===== config.mk =====
export PLATFORM = sky130hd
export DESIGN_NAME = ebwc_bus
export DESIGN_NICKNAME = d
export VERILOG_FILES = /design/src/ebwc_bus.v /design/src/ebwc_wait_count.v
export VERILOG_INCLUDE_DIRS = /design/src
export SDC_FILE = /design/constraint.sdc
export NUM_CORES = 1
export LEC_CHECK = 0
export BUFFER_PORTS_ARGS = -buffer_cell sky130_fd_sc_hd__clkbuf_2
export CAP_MARGIN = 20
export CORE_MARGIN = 4
export CORE_UTILIZATION = 40
export CTS_CLUSTER_SIZE = 20
export DETAILED_ROUTE_END_ITERATION = 10
export PLACE_DENSITY_LB_ADDON = 0.2
export SKIP_LAST_GASP = 1
export SLEW_MARGIN = 10
export SYNTH_ARGS = -nofsm -noshare
export SYNTH_HDL_FRONTEND = slang
export SYNTH_SLANG_ARGS = --single-unit

===== constraint.sdc =====
create_clock -name REF_CLK -period 4.55 [get_ports REF_CLK]
set_input_delay 1.1375 -clock REF_CLK [delete_from_list [all_inputs] [get_ports REF_CLK]]
set_output_delay 1.1375 -clock REF_CLK [all_outputs]
set_load 0.1 [all_outputs]

===== src/ebwc_consts.vh =====
// Constants for the external bus wait-control block
`ifndef EBWC_CONSTS_VH
`define EBWC_CONSTS_VH
// I/O address of the wait-state configuration register
`define EBWC_CFG_IO_ADDR 16'hFFFF
// Field positions in the configuration register
`define EBWC_LPW_LSB 0
`define EBWC_HPW_LSB 3
`define EBWC_DW_LSB 6
`define EBWC_IOW_LSB 9
`define EBWC_FIELD_W 3
// Reset value: most wait states everywhere
`define EBWC_CFG_RESET 16'h0FFF
// Program address split between low and high fields
`define EBWC_PROG_HIGH_BIT 15
// Space codes
`define EBWC_SP_PROG 2'h0
`define EBWC_SP_DATA 2'h1
`define EBWC_SP_IO 2'h2
// Master clock output divider (log2 of REF_CLK cycles per half period)
`define EBWC_CLK_HALF 1
`endif


===== src/ebwc_bus.v =====
// External memory bus with wait-state generator and ready handling
`timescale 1ns/1ps
`include "ebwc_consts.vh"
// Notes on behaviour
// - Read strobe low during off-chip reads.
// - Write strobe low during off-chip writes.
// - Access strobe low for whole access.
// - Direction output shows read or write.
// - Ready low: wait a cycle, resample.
// - Stall access and processing until ready.
// - Each wait state is one clock-out cycle.
// - Per-space configured wait states inserted.
// - Config register lives in I/O space.
// - Low program field for 0000h-7FFFh.
// - High program field for 8000h-FFFFh.
// - Program-select marks program accesses.
module ebwc_bus #(
  parameter AW = 16,
  parameter DW = 16,
  parameter WW = `EBWC_FIELD_W
) (
  // Clock and reset
  input wire REF_CLK,
  input wire RST,
  // CPU request side
  input wire REQ,
  input wire REQ_WRITE,
  input wire [1:0] REQ_SPACE,
  input wire [AW-1:0] REQ_ADDR,
  input wire [DW-1:0] REQ_WDATA,
  output reg REQ_DONE,
  output reg [DW-1:0] REQ_RDATA,
  output reg CPU_STALL,
  // External bus
  output reg [AW-1:0] EXT_ADDR,
  output reg [DW-1:0] EXT_DATA_OUT,
  output reg EXT_DATA_OE,
  input wire [DW-1:0] EXT_DATA_IN,
  output reg READ_STROBE_N,
  output reg WRITE_STROBE_N,
  output reg EXTERNAL_ACCESS_STROBE_N,
  output reg READ_NOT_WRITE,
  output reg PROGRAM_SPACE_SELECT_N,
  output reg DATA_SPACE_SELECT_N,
  output reg IO_SPACE_SELECT_N,
  input wire READY,
  output reg MASTER_CLOCK_OUT,
  // Wait configuration view
  output reg [DW-1:0] WAIT_STATE_CONFIG_REG
);
  // ******************************
  // Local state
  // ******************************
  localparam ST_IDLE = 2'h0;
  localparam ST_WAIT = 2'h1;
  localparam ST_READY = 2'h2;
  localparam ST_END = 2'h3;
  reg [1:0] state;
  reg [1:0] next_state;
  reg [`EBWC_CLK_HALF:0] div;
  reg tick;
  reg load;
  reg [WW-1:0] load_count;
  reg cur_write;
  reg cur_cfg;
  wire wait_done;

  // Wait field chosen by space and address
  function [WW-1:0] pick_wait;
    input [1:0] sp;
    input [AW-1:0] a;
    input [DW-1:0] cfg;
    begin
      case (sp)
        `EBWC_SP_PROG: begin
          if (a[`EBWC_PROG_HIGH_BIT])
            pick_wait = cfg[`EBWC_HPW_LSB +: WW];
          else
            pick_wait = cfg[`EBWC_LPW_LSB +: WW];
        end
        `EBWC_SP_DATA: pick_wait = cfg[`EBWC_DW_LSB +: WW];
        `EBWC_SP_IO: pick_wait = cfg[`EBWC_IOW_LSB +: WW];
        default: pick_wait = {WW{1'b0}};
      endcase
    end
  endfunction

  // ******************************
  // Master clock output divider
  // ******************************
  always @(posedge REF_CLK or posedge RST) begin
    if (RST) begin
      div <= {(`EBWC_CLK_HALF+1){1'b0}};
      tick <= 1'b0;
      MASTER_CLOCK_OUT <= 1'b0;
    end else begin
      div <= div + {{`EBWC_CLK_HALF{1'b0}}, 1'b1};
      tick <= (div == {(`EBWC_CLK_HALF+1){1'b1}});
      if (div[`EBWC_CLK_HALF-1:0] == {`EBWC_CLK_HALF{1'b1}})
        MASTER_CLOCK_OUT <= ~MASTER_CLOCK_OUT;
    end
  end

  ebwc_wait_count #(
    .W(WW)
  ) u_count (
    .clk(REF_CLK),
    .rst(RST),
    .tick(tick),
    .load(load),
    .count_in(load_count),
    .done(wait_done)
  );

  // ******************************
  // Access sequencer
  // ******************************
  always @* begin
    next_state = state;
    load = 1'b0;
    load_count = pick_wait(REQ_SPACE, REQ_ADDR, WAIT_STATE_CONFIG_REG);
    case (state)
      ST_IDLE: begin
        if (REQ && tick) begin
          next_state = ST_WAIT;
          load = 1'b1;
        end
      end
      ST_WAIT: if (wait_done) next_state = ST_READY;
      ST_READY: if (tick && READY) next_state = ST_END;
      ST_END: next_state = ST_IDLE;
      default: next_state = ST_IDLE;
    endcase
  end

  always @(posedge REF_CLK or posedge RST) begin
    if (RST) begin
      state <= ST_IDLE;
      cur_write <= 1'b0;
      cur_cfg <= 1'b0;
      CPU_STALL <= 1'b0;
      EXT_ADDR <= {AW{1'b0}};
      EXT_DATA_OUT <= {DW{1'b0}};
      EXT_DATA_OE <= 1'b0;
      READ_STROBE_N <= 1'b1;
      WRITE_STROBE_N <= 1'b1;
      EXTERNAL_ACCESS_STROBE_N <= 1'b1;
      READ_NOT_WRITE <= 1'b1;
      PROGRAM_SPACE_SELECT_N <= 1'b1;
      DATA_SPACE_SELECT_N <= 1'b1;
      IO_SPACE_SELECT_N <= 1'b1;
    end else begin
      state <= next_state;
      if (load) begin
        // Outputs latched once, held until the end state
        cur_write <= REQ_WRITE;
        cur_cfg <= (REQ_SPACE == `EBWC_SP_IO) && (REQ_ADDR == `EBWC_CFG_IO_ADDR);
        CPU_STALL <= 1'b1;
        EXT_ADDR <= REQ_ADDR;
        EXT_DATA_OUT <= REQ_WDATA;
        EXT_DATA_OE <= REQ_WRITE;
        READ_NOT_WRITE <= ~REQ_WRITE;
        READ_STROBE_N <= REQ_WRITE;
        WRITE_STROBE_N <= ~REQ_WRITE;
        EXTERNAL_ACCESS_STROBE_N <= 1'b0;
        PROGRAM_SPACE_SELECT_N <= (REQ_SPACE != `EBWC_SP_PROG);
        DATA_SPACE_SELECT_N <= (REQ_SPACE != `EBWC_SP_DATA);
        IO_SPACE_SELECT_N <= (REQ_SPACE != `EBWC_SP_IO);
      end else if (state == ST_END) begin
        CPU_STALL <= 1'b0;
        EXT_DATA_OE <= 1'b0;
        READ_STROBE_N <= 1'b1;
        WRITE_STROBE_N <= 1'b1;
        EXTERNAL_ACCESS_STROBE_N <= 1'b1;
        READ_NOT_WRITE <= 1'b1;
        PROGRAM_SPACE_SELECT_N <= 1'b1;
        DATA_SPACE_SELECT_N <= 1'b1;
        IO_SPACE_SELECT_N <= 1'b1;
      end
    end
  end

  // ******************************
  // Completion and read data
  // ******************************
  // Read data is taken while the strobes still stand
  always @(posedge REF_CLK or posedge RST) begin
    if (RST) begin
      REQ_DONE <= 1'b0;
      REQ_RDATA <= {DW{1'b0}};
    end else begin
      REQ_DONE <= (state == ST_END);
      if ((state == ST_END) && !cur_write) begin
        REQ_RDATA <= cur_cfg ? WAIT_STATE_CONFIG_REG : EXT_DATA_IN;
      end
    end
  end

  // ******************************
  // Wait-state configuration register
  // ******************************
  // Written only by an I/O write to its own address
  always @(posedge REF_CLK or posedge RST) begin
    if (RST) begin
      WAIT_STATE_CONFIG_REG <= `EBWC_CFG_RESET;
    end else if ((state == ST_END) && cur_cfg && cur_write) begin
      WAIT_STATE_CONFIG_REG <= EXT_DATA_OUT;
    end
  end
endmodule // ebwc_bus


===== src/ebwc_wait_count.v =====
// Wait-state countdown for one external access
`timescale 1ns/1ps
module ebwc_wait_count #(
  parameter W = 3
) (
  // Clock and reset
  input wire clk,
  input wire rst,
  // Control
  input wire tick,
  input wire load,
  input wire [W-1:0] count_in,
  // Status
  output reg done
);
  reg [W-1:0] remain;
  always @(posedge clk or posedge rst) begin
    if (rst) begin
      remain <= {W{1'b0}};
      done <= 1'b0;
    end else if (load) begin
      remain <= count_in;
      done <= 1'b0;
    end else if (tick) begin
      if (remain != {W{1'b0}}) begin
        remain <= remain - {{(W-1){1'b0}}, 1'b1};
      end else begin
        done <= 1'b1;
      end
    end
  end
endmodule // ebwc_wait_count


==> run_results.csv, run 1 <==
group,metric,value,unit
yosys,synthDistinctLibCells,40,
final_layout,multiInputGateArea,0.00139,mm^2
final_layout,antenna_cells,0,
final_layout,drive_above_1_share,39.5,%
detailed_routing,wl_per_cell,15.4,um
critical_path,endpoint_kind,"output port",
critical_path,cp_data_required_time,3.41,ns
detailed_routing,drt-total-wl,8.96,mm
placed_design,postPlaceCellArea,0.00437,mm^2
detailed_routing,avgViaCountPerCell,4.89,
cts,root_buffer,"clkbuf_8",
yosys,async_flop_share,100,%
yosys,yosysTopAreaCell,"dfrtp_1",
critical_path,arrival,1.42,ns
final_layout,design_area,0.00455,mm^2
cts,tritoncts,"built",
timing,period_needed,2.56,ns
yosys,ys_ff_latch,85,
critical_path,startpoint,"WAIT_STATE_CONFIG_REG[11]$_DFFE_PP1P_",
global_route,grt_max_degree,48,
floorplanning,placementRows,34,
cts,cts-buffers-inserted,9,
yosys,synth_cells,345,
timing,hold_viol,0,
detailed_routing,drt_iter0_drc,57,
detailed_routing,drcViolationCount,0,
critical_path,crit_family,"flip-flops",
yosys,syn_avg_cell_area,10.8,um^2
run_status,status,"finished clean",
yosys,synth_most_common_cell,"nand2_1",
yosys,synth.top_cells.by_area,"dfrtp_1 45%, dfstp_2 13%, nand2_1 12%",
critical_path,cp_max_fo,4,
timing,tns,0,ns
floorplanning,io_pins,130,
final_layout,final_nets,531,
critical_path,regToRegSetupSlack,2.42,ns
timing,tightest_slew,1.02,ns
timing,fin_crit_sh,56.2,%
placed_design,dp_hpwl,6.48,mm
worst_hold_path,holdCritPathClass,"reg2reg",
timing,slew_headroom,31.7,%
flow_run,maxCapViolations,0,
yosys,yosysWarnings,0,
critical_path,cp-start-kind,"flip-flop",
critical_path,crit_type,"reg2out",
timing,setup_slack,1.99,ns
placed_design,place_ws,2.05,ns
global_route,grt_pass1_wl,14.8,mm
final_layout,num-fill-cells,859,
timing,max_freq,391,MHz
cts,clk_latency,0.36,ns
cts,clk_pin_slew,0.09,ns
yosys,synth_common_cells,"122 x nand2_1, 67 x dfrtp_1, 19 x mux2i_1, 19 x o21ai_0, 18 x dfstp_2",
critical_path,critPathBufInv,1,
worst_hold_path,hold_start,"div[0]$_DFF_PP0_",
floorplanning,core_area,0.00889,mm^2
critical_path,path_cells,"clkbuf_2",
final_layout,utilization,51.2,%
cts,post_cts_buffers,0,
detailed_routing,antenna_left,0,
detailed_routing,vias,2840,
floorplanning,dieArea,0.0109,mm^2
cts,clk_path_buf_depth,2,
cts,cts_resized,0,
detailed_routing,drtPass1Iterations,4,
timing,skew,0.0103,ns
global_route,grt_usage,16.8,%
placed_design,portBuffers,129,
final_layout,area_delta_synth_final,22.3,%
cts,htreeDepth,3,
timing,rsz0062_at_grt,"no",
placed_design,gp_congestion,0.753,
timing,slew_violations,0,
yosys,synth_nets,408,
global_route,antenna_found_initial,0,
yosys,synth_flop_cell,"dfrtp_1",
yosys,syn-cell-area,0.00372,mm^2
global_route,first_global_vias,2926,
critical_path,crit_slowest_cell,"dfstp_2",
floorplanning,die_x,104,um
yosys,seq_area_frac_synth,57.8,%
critical_path,critical_path.reg2reg.startpoint,"state[0]$_DFFE_PP0P_",
global_route,grt-ovfl-total,0,
floorplanning,die_h,104,um
critical_path,cpPeakStageDelay,0.58,ns
yosys,synth_edf_count,0,
floorplanning,start_util,41.8,%
cts,numClockSinks,85,
timing,setup_viol,0,
yosys,synth_top_cell_area_share,45.1,%
final_layout,seq_area,0.00215,mm^2
cts,cts_hold_buf,0,
final cells by class:
type / instances / area share, %
Clock inverter: 6 / 1.05
Inverter: 9 / 0.770
Timing Repair Buffer: 131 / 14.5
Multi-Input combinational cell: 232 / 30.6
Tap cell: 108 / 2.97
Sequential cell: 85 / 47.2
Clock buffer: 10 / 2.81
metal layers:
| metal | vias to the layer above | track usage [%] | wire length (um) |
|---|---|---|---|
| met5 | - | 0 | 0 |
| met4 | 0 | 4.37 | 114 |
| met3 | 9 | 5.09 | 541 |
| met2 | 89 | 26.7 | 4150 |
| met1 | 1355 | 22.4 | 4160 |
| li1 | 1387 | - | - |
worst paths after layout:
| path | to | cells after the start |
|---|---|---|
| max | WAIT_STATE_CONFIG_REG[11] | 1 |
| min | div[0]$_DFF_PP0_ | 1 |
| max reg2reg | REQ_RDATA[10]$_DFFE_PP0P_ | 4 |
| min reg2reg | div[0]$_DFF_PP0_ | 1 |
| max in group asynchronous | WAIT_STATE_CONFIG_REG[9]$_DFFE_PP1P_ | 3 |
| min in group asynchronous | EXT_ADDR[7]$_DFFE_PP0P_ | 2 |
kinds of logic after synthesis:
group                      Yosys count  synth area share [%]
DFF                                 85                  57.8
muxes                               36                  11.3
and+or+nand+nor                    148                  16.8
AOI/OAI and AO/OA                   39                  6.46
adders and majority gates            8                  2.69
xor gates and xnor gates             1                 0.236
buffers and inverters               28                  4.74
state kept, by name, indices dropped and copies added, names as in the netlist:
signal,cells
EXT_ADDR,16
EXT_DATA_OUT,16
REQ_RDATA,16
WAIT_STATE_CONFIG_REG,16
u_count.remain,3
div,2
state,2
CPU_STALL,1
DATA_SPACE_SELECT_N,1
EXTERNAL_ACCESS_STROBE_N,1
EXT_DATA_OE,1
IO_SPACE_SELECT_N,1
MASTER_CLOCK_OUT,1
PROGRAM_SPACE_SELECT_N,1
READ_NOT_WRITE,1
READ_STROBE_N,1
REQ_DONE,1
cur_cfg,1
cur_write,1
tick,1
u_count.done,1
metrics by stage:
step	instances	hold slack [ns]
after detailed placement	565	0.460
after global routing	581	0.498
after floorplan	345	0.440
after global placement	565	0.455
final	581	0.478
after CTS	581	0.481
cell usage in the layout (no fill, tap or decap), types with 2 or more instances in the layout:
| cell | instances |
|---|---|
| clkbuf_2 | 129 |
| nand2_1 | 122 |
| dfrtp_1 | 67 |
| mux2i_1 | 19 |
| o21ai_0 | 19 |
| dfstp_2 | 18 |
| mux2_4 | 10 |
| clkbuf_8 | 9 |
| inv_1 | 8 |
| ha_1 | 8 |
| nor3_1 | 6 |
| mux2_2 | 6 |
| a21oi_1 | 5 |
| o21ai_1 | 4 |
| nand4_1 | 4 |
| nor2_1 | 4 |
| clkinvlp_4 | 4 |
| a221oi_1 | 2 |
| a22oi_1 | 2 |
| a22o_1 | 2 |
| inv_6 | 2 |
| buf_4 | 2 |
Power of run 1 is not shown: default switching activity piles up to over one toggle a cycle in this logic, so the estimate is an artifact.
==> run 2: changes to the inputs <==
ABC_AREA = 1   (was not set)
clock period = 2.1 ns   (was 4.55 ns; I/O delays follow)
==> run 2 against run 1 <==
Net effect: sequential share of layout area fell by 0.58 points; area after synthesis fell by 1.6%; sequential cell count did not move; critical path type unchanged; worst hold slack got worse by 0.29 ns; clock skew rose by 0.0027 ns; worst setup slack got worse by 1.8 ns; utilization rose by 1.1 points; non-clock buffer count rose by 6; final cell count rose by 14%.
==> run_results.csv, run 2 <==
group,metric,value,unit
final_layout,num-fill-cells,883,
global_route,first_global_vias,3204,
timing,slew_violations,0,
timing,tns,0,ns
critical_path,cpPeakStageDelay,0.59,ns
critical_path,cp-start-kind,"flip-flop",
detailed_routing,drt_iter0_drc,125,
cts,cts_resized,0,
floorplanning,dieArea,0.0107,mm^2
critical_path,arrival,1.40,ns
cts,tritoncts,"built",
yosys,yosysTopAreaCell,"dfrtp_1",
global_route,grt_pass1_wl,16.0,mm
critical_path,cp_max_fo,4,
floorplanning,die_h,104,um
worst_hold_path,holdCritPathClass,"in2async",
run_status,status,"finished clean",
floorplanning,core_area,0.00881,mm^2
detailed_routing,antenna_left,0,
yosys,synthDistinctLibCells,23,
global_route,antenna_found_initial,0,
placed_design,dp_hpwl,7.21,mm
critical_path,path_cells,"clkbuf_2",
critical_path,endpoint_kind,"output port",
timing,rsz0062_at_grt,"no",
placed_design,gp_congestion,0.846,
floorplanning,placementRows,34,
placed_design,portBuffers,129,
yosys,yosysWarnings,0,
yosys,synth_cells,418,
final_layout,drive_above_1_share,32.4,%
global_route,grt_max_degree,45,
yosys,async_flop_share,100,%
timing,setup_slack,0.173,ns
yosys,syn_avg_cell_area,8.75,um^2
timing,skew,0.0130,ns
cts,root_buffer,"clkbuf_8",
critical_path,crit_path_end,"WAIT_STATE_CONFIG_REG[10]",
cts,clk_pin_slew,0.09,ns
yosys,syn-cell-area,0.00366,mm^2
critical_path,crit_slowest_cell,"dfstp_2",
cts,clk_path_buf_depth,2,
timing,tightest_slew,0.570,ns
timing,period_needed,1.93,ns
critical_path,regToRegSetupSlack,0.45,ns
detailed_routing,drtPass1Iterations,4,
cts,post_cts_buffers,0,
yosys,ys_ff_latch,85,
global_route,grt-ovfl-total,0,
yosys,synth_common_cells,"143 x nand2_1, 67 x dfrtp_1, 44 x inv_1",
timing,setup_viol,0,
final_layout,utilization,52.3,%
critical_path,critical_path.reg2reg.startpoint,"state[0]$_DFFE_PP0P_",
final_layout,final_nets,611,
cts,cts-buffers-inserted,9,
detailed_routing,drt-total-wl,9.57,mm
floorplanning,start_util,41.5,%
timing,hold_viol,0,
critical_path,regToRegEndpoint,"IO_SPACE_SELECT_N$_DFFE_PP1P_",
detailed_routing,vias,3095,
yosys,synth_nets,481,
timing,max_freq,519,MHz
critical_path,cp_data_required_time,1.57,ns
critical_path,critPathBufInv,1,
yosys,synth_flop_cell,"dfrtp_1",
timing,fin_crit_sh,91.8,%
detailed_routing,wl_per_cell,14.5,um
global_route,grt_usage,18.3,%
cts,htreeDepth,3,
floorplanning,die_x,104,um
yosys,seq_area_frac_synth,58.8,%
yosys,synth_top_cell_area_share,45.8,%
cts,clk_latency,0.35,ns
floorplanning,io_pins,130,
critical_path,cp_num_cells,1,
detailed_routing,drcViolationCount,0,
critical_path,crit_family,"flip-flops",
yosys,synth_edf_count,0,
final_layout,area_delta_synth_final,25.9,%
final_layout,antenna_cells,0,
flow_run,maxCapViolations,0,
timing,slew_headroom,62.1,%
cts,cts_hold_buf,0,
cts,numClockSinks,85,
yosys,synth.top_cells.by_area,"dfrtp_1 46%, nand2_1 15%, dfstp_2 13%",
final_layout,final_common_cell,"nand2_1",
yosys,synth_most_common_cell,"nand2_1",
placed_design,place_ws,0.466,ns
critical_path,startpoint,"WAIT_STATE_CONFIG_REG[10]$_DFFE_PP1P_",
final_layout,layout_common_cells,"143 x nand2_1, 129 x clkbuf_2, 67 x dfrtp_1, 43 x inv_1, 31 x o21ai_0",
critical_path,crit_type,"reg2out",
detailed_routing,avgViaCountPerCell,4.68,
critical_path,reg2reg_depth,7,
run 2: routing by layer:
layer	vias up	part of all wire, %	global-route usage [%]
met3	4	4.9	4.73
met1	1450	44	24.5
met2	76	50	29.6
li1	1565	-	-
met4	0	0.52	4.75
met5	-	0	0
run 2: worst min path at each step:
stage	startpoint	to	depth (start not counted)
after floorplan	div[0]$_DFF_PP0_	div[0]$_DFF_PP0_	1
after global placement	div[1]$_DFF_PP0_	div[1]$_DFF_PP0_	1
after detailed placement	div[1]$_DFF_PP0_	div[1]$_DFF_PP0_	1
after CTS	RST	EXT_ADDR[3]$_DFFE_PP0P_	2
after global routing	RST	EXT_ADDR[3]$_DFFE_PP0P_	2
final	RST	EXT_ADDR[3]$_DFFE_PP0P_	2
run 2: kinds of logic (layout without fill, tap and decap cells):
kind of cell	count (synthesis)	in the layout	synth area share, %
and+or+nand+nor	190	190	20.5
DFF	85	85	58.8
AOI/OAI and AO/OA	67	67	9.82
buffers and inverters	67	202	7.97
adders and majority gates	8	8	2.74
xor gates and xnor gates	1	1	0.239
run 2: area by class of cell:
class | instances | area, um^2 | share of cell area [%]
clock buffers | 10 | 138 | 2.99
inverters | 49 | 188 | 4.07
well taps | 108 | 135 | 2.93
multi-input cells | 266 | 1220 | 26.4
clock inverters | 6 | 47.5 | 1.03
flip-flops and latches | 85 | 2150 | 46.7
repair buffers | 137 | 731 | 15.9
run 2: through the flow:
stage,hold slack (ns),cells,area (um^2)
floorplan,0.440,418,3660
CTS,0.197,661,4610
finish,0.192,661,4610
global route,0.209,661,4610
global placement,0.457,645,4420
detailed placement,0.460,645,4420
Power of run 2 is left out for the same reason.
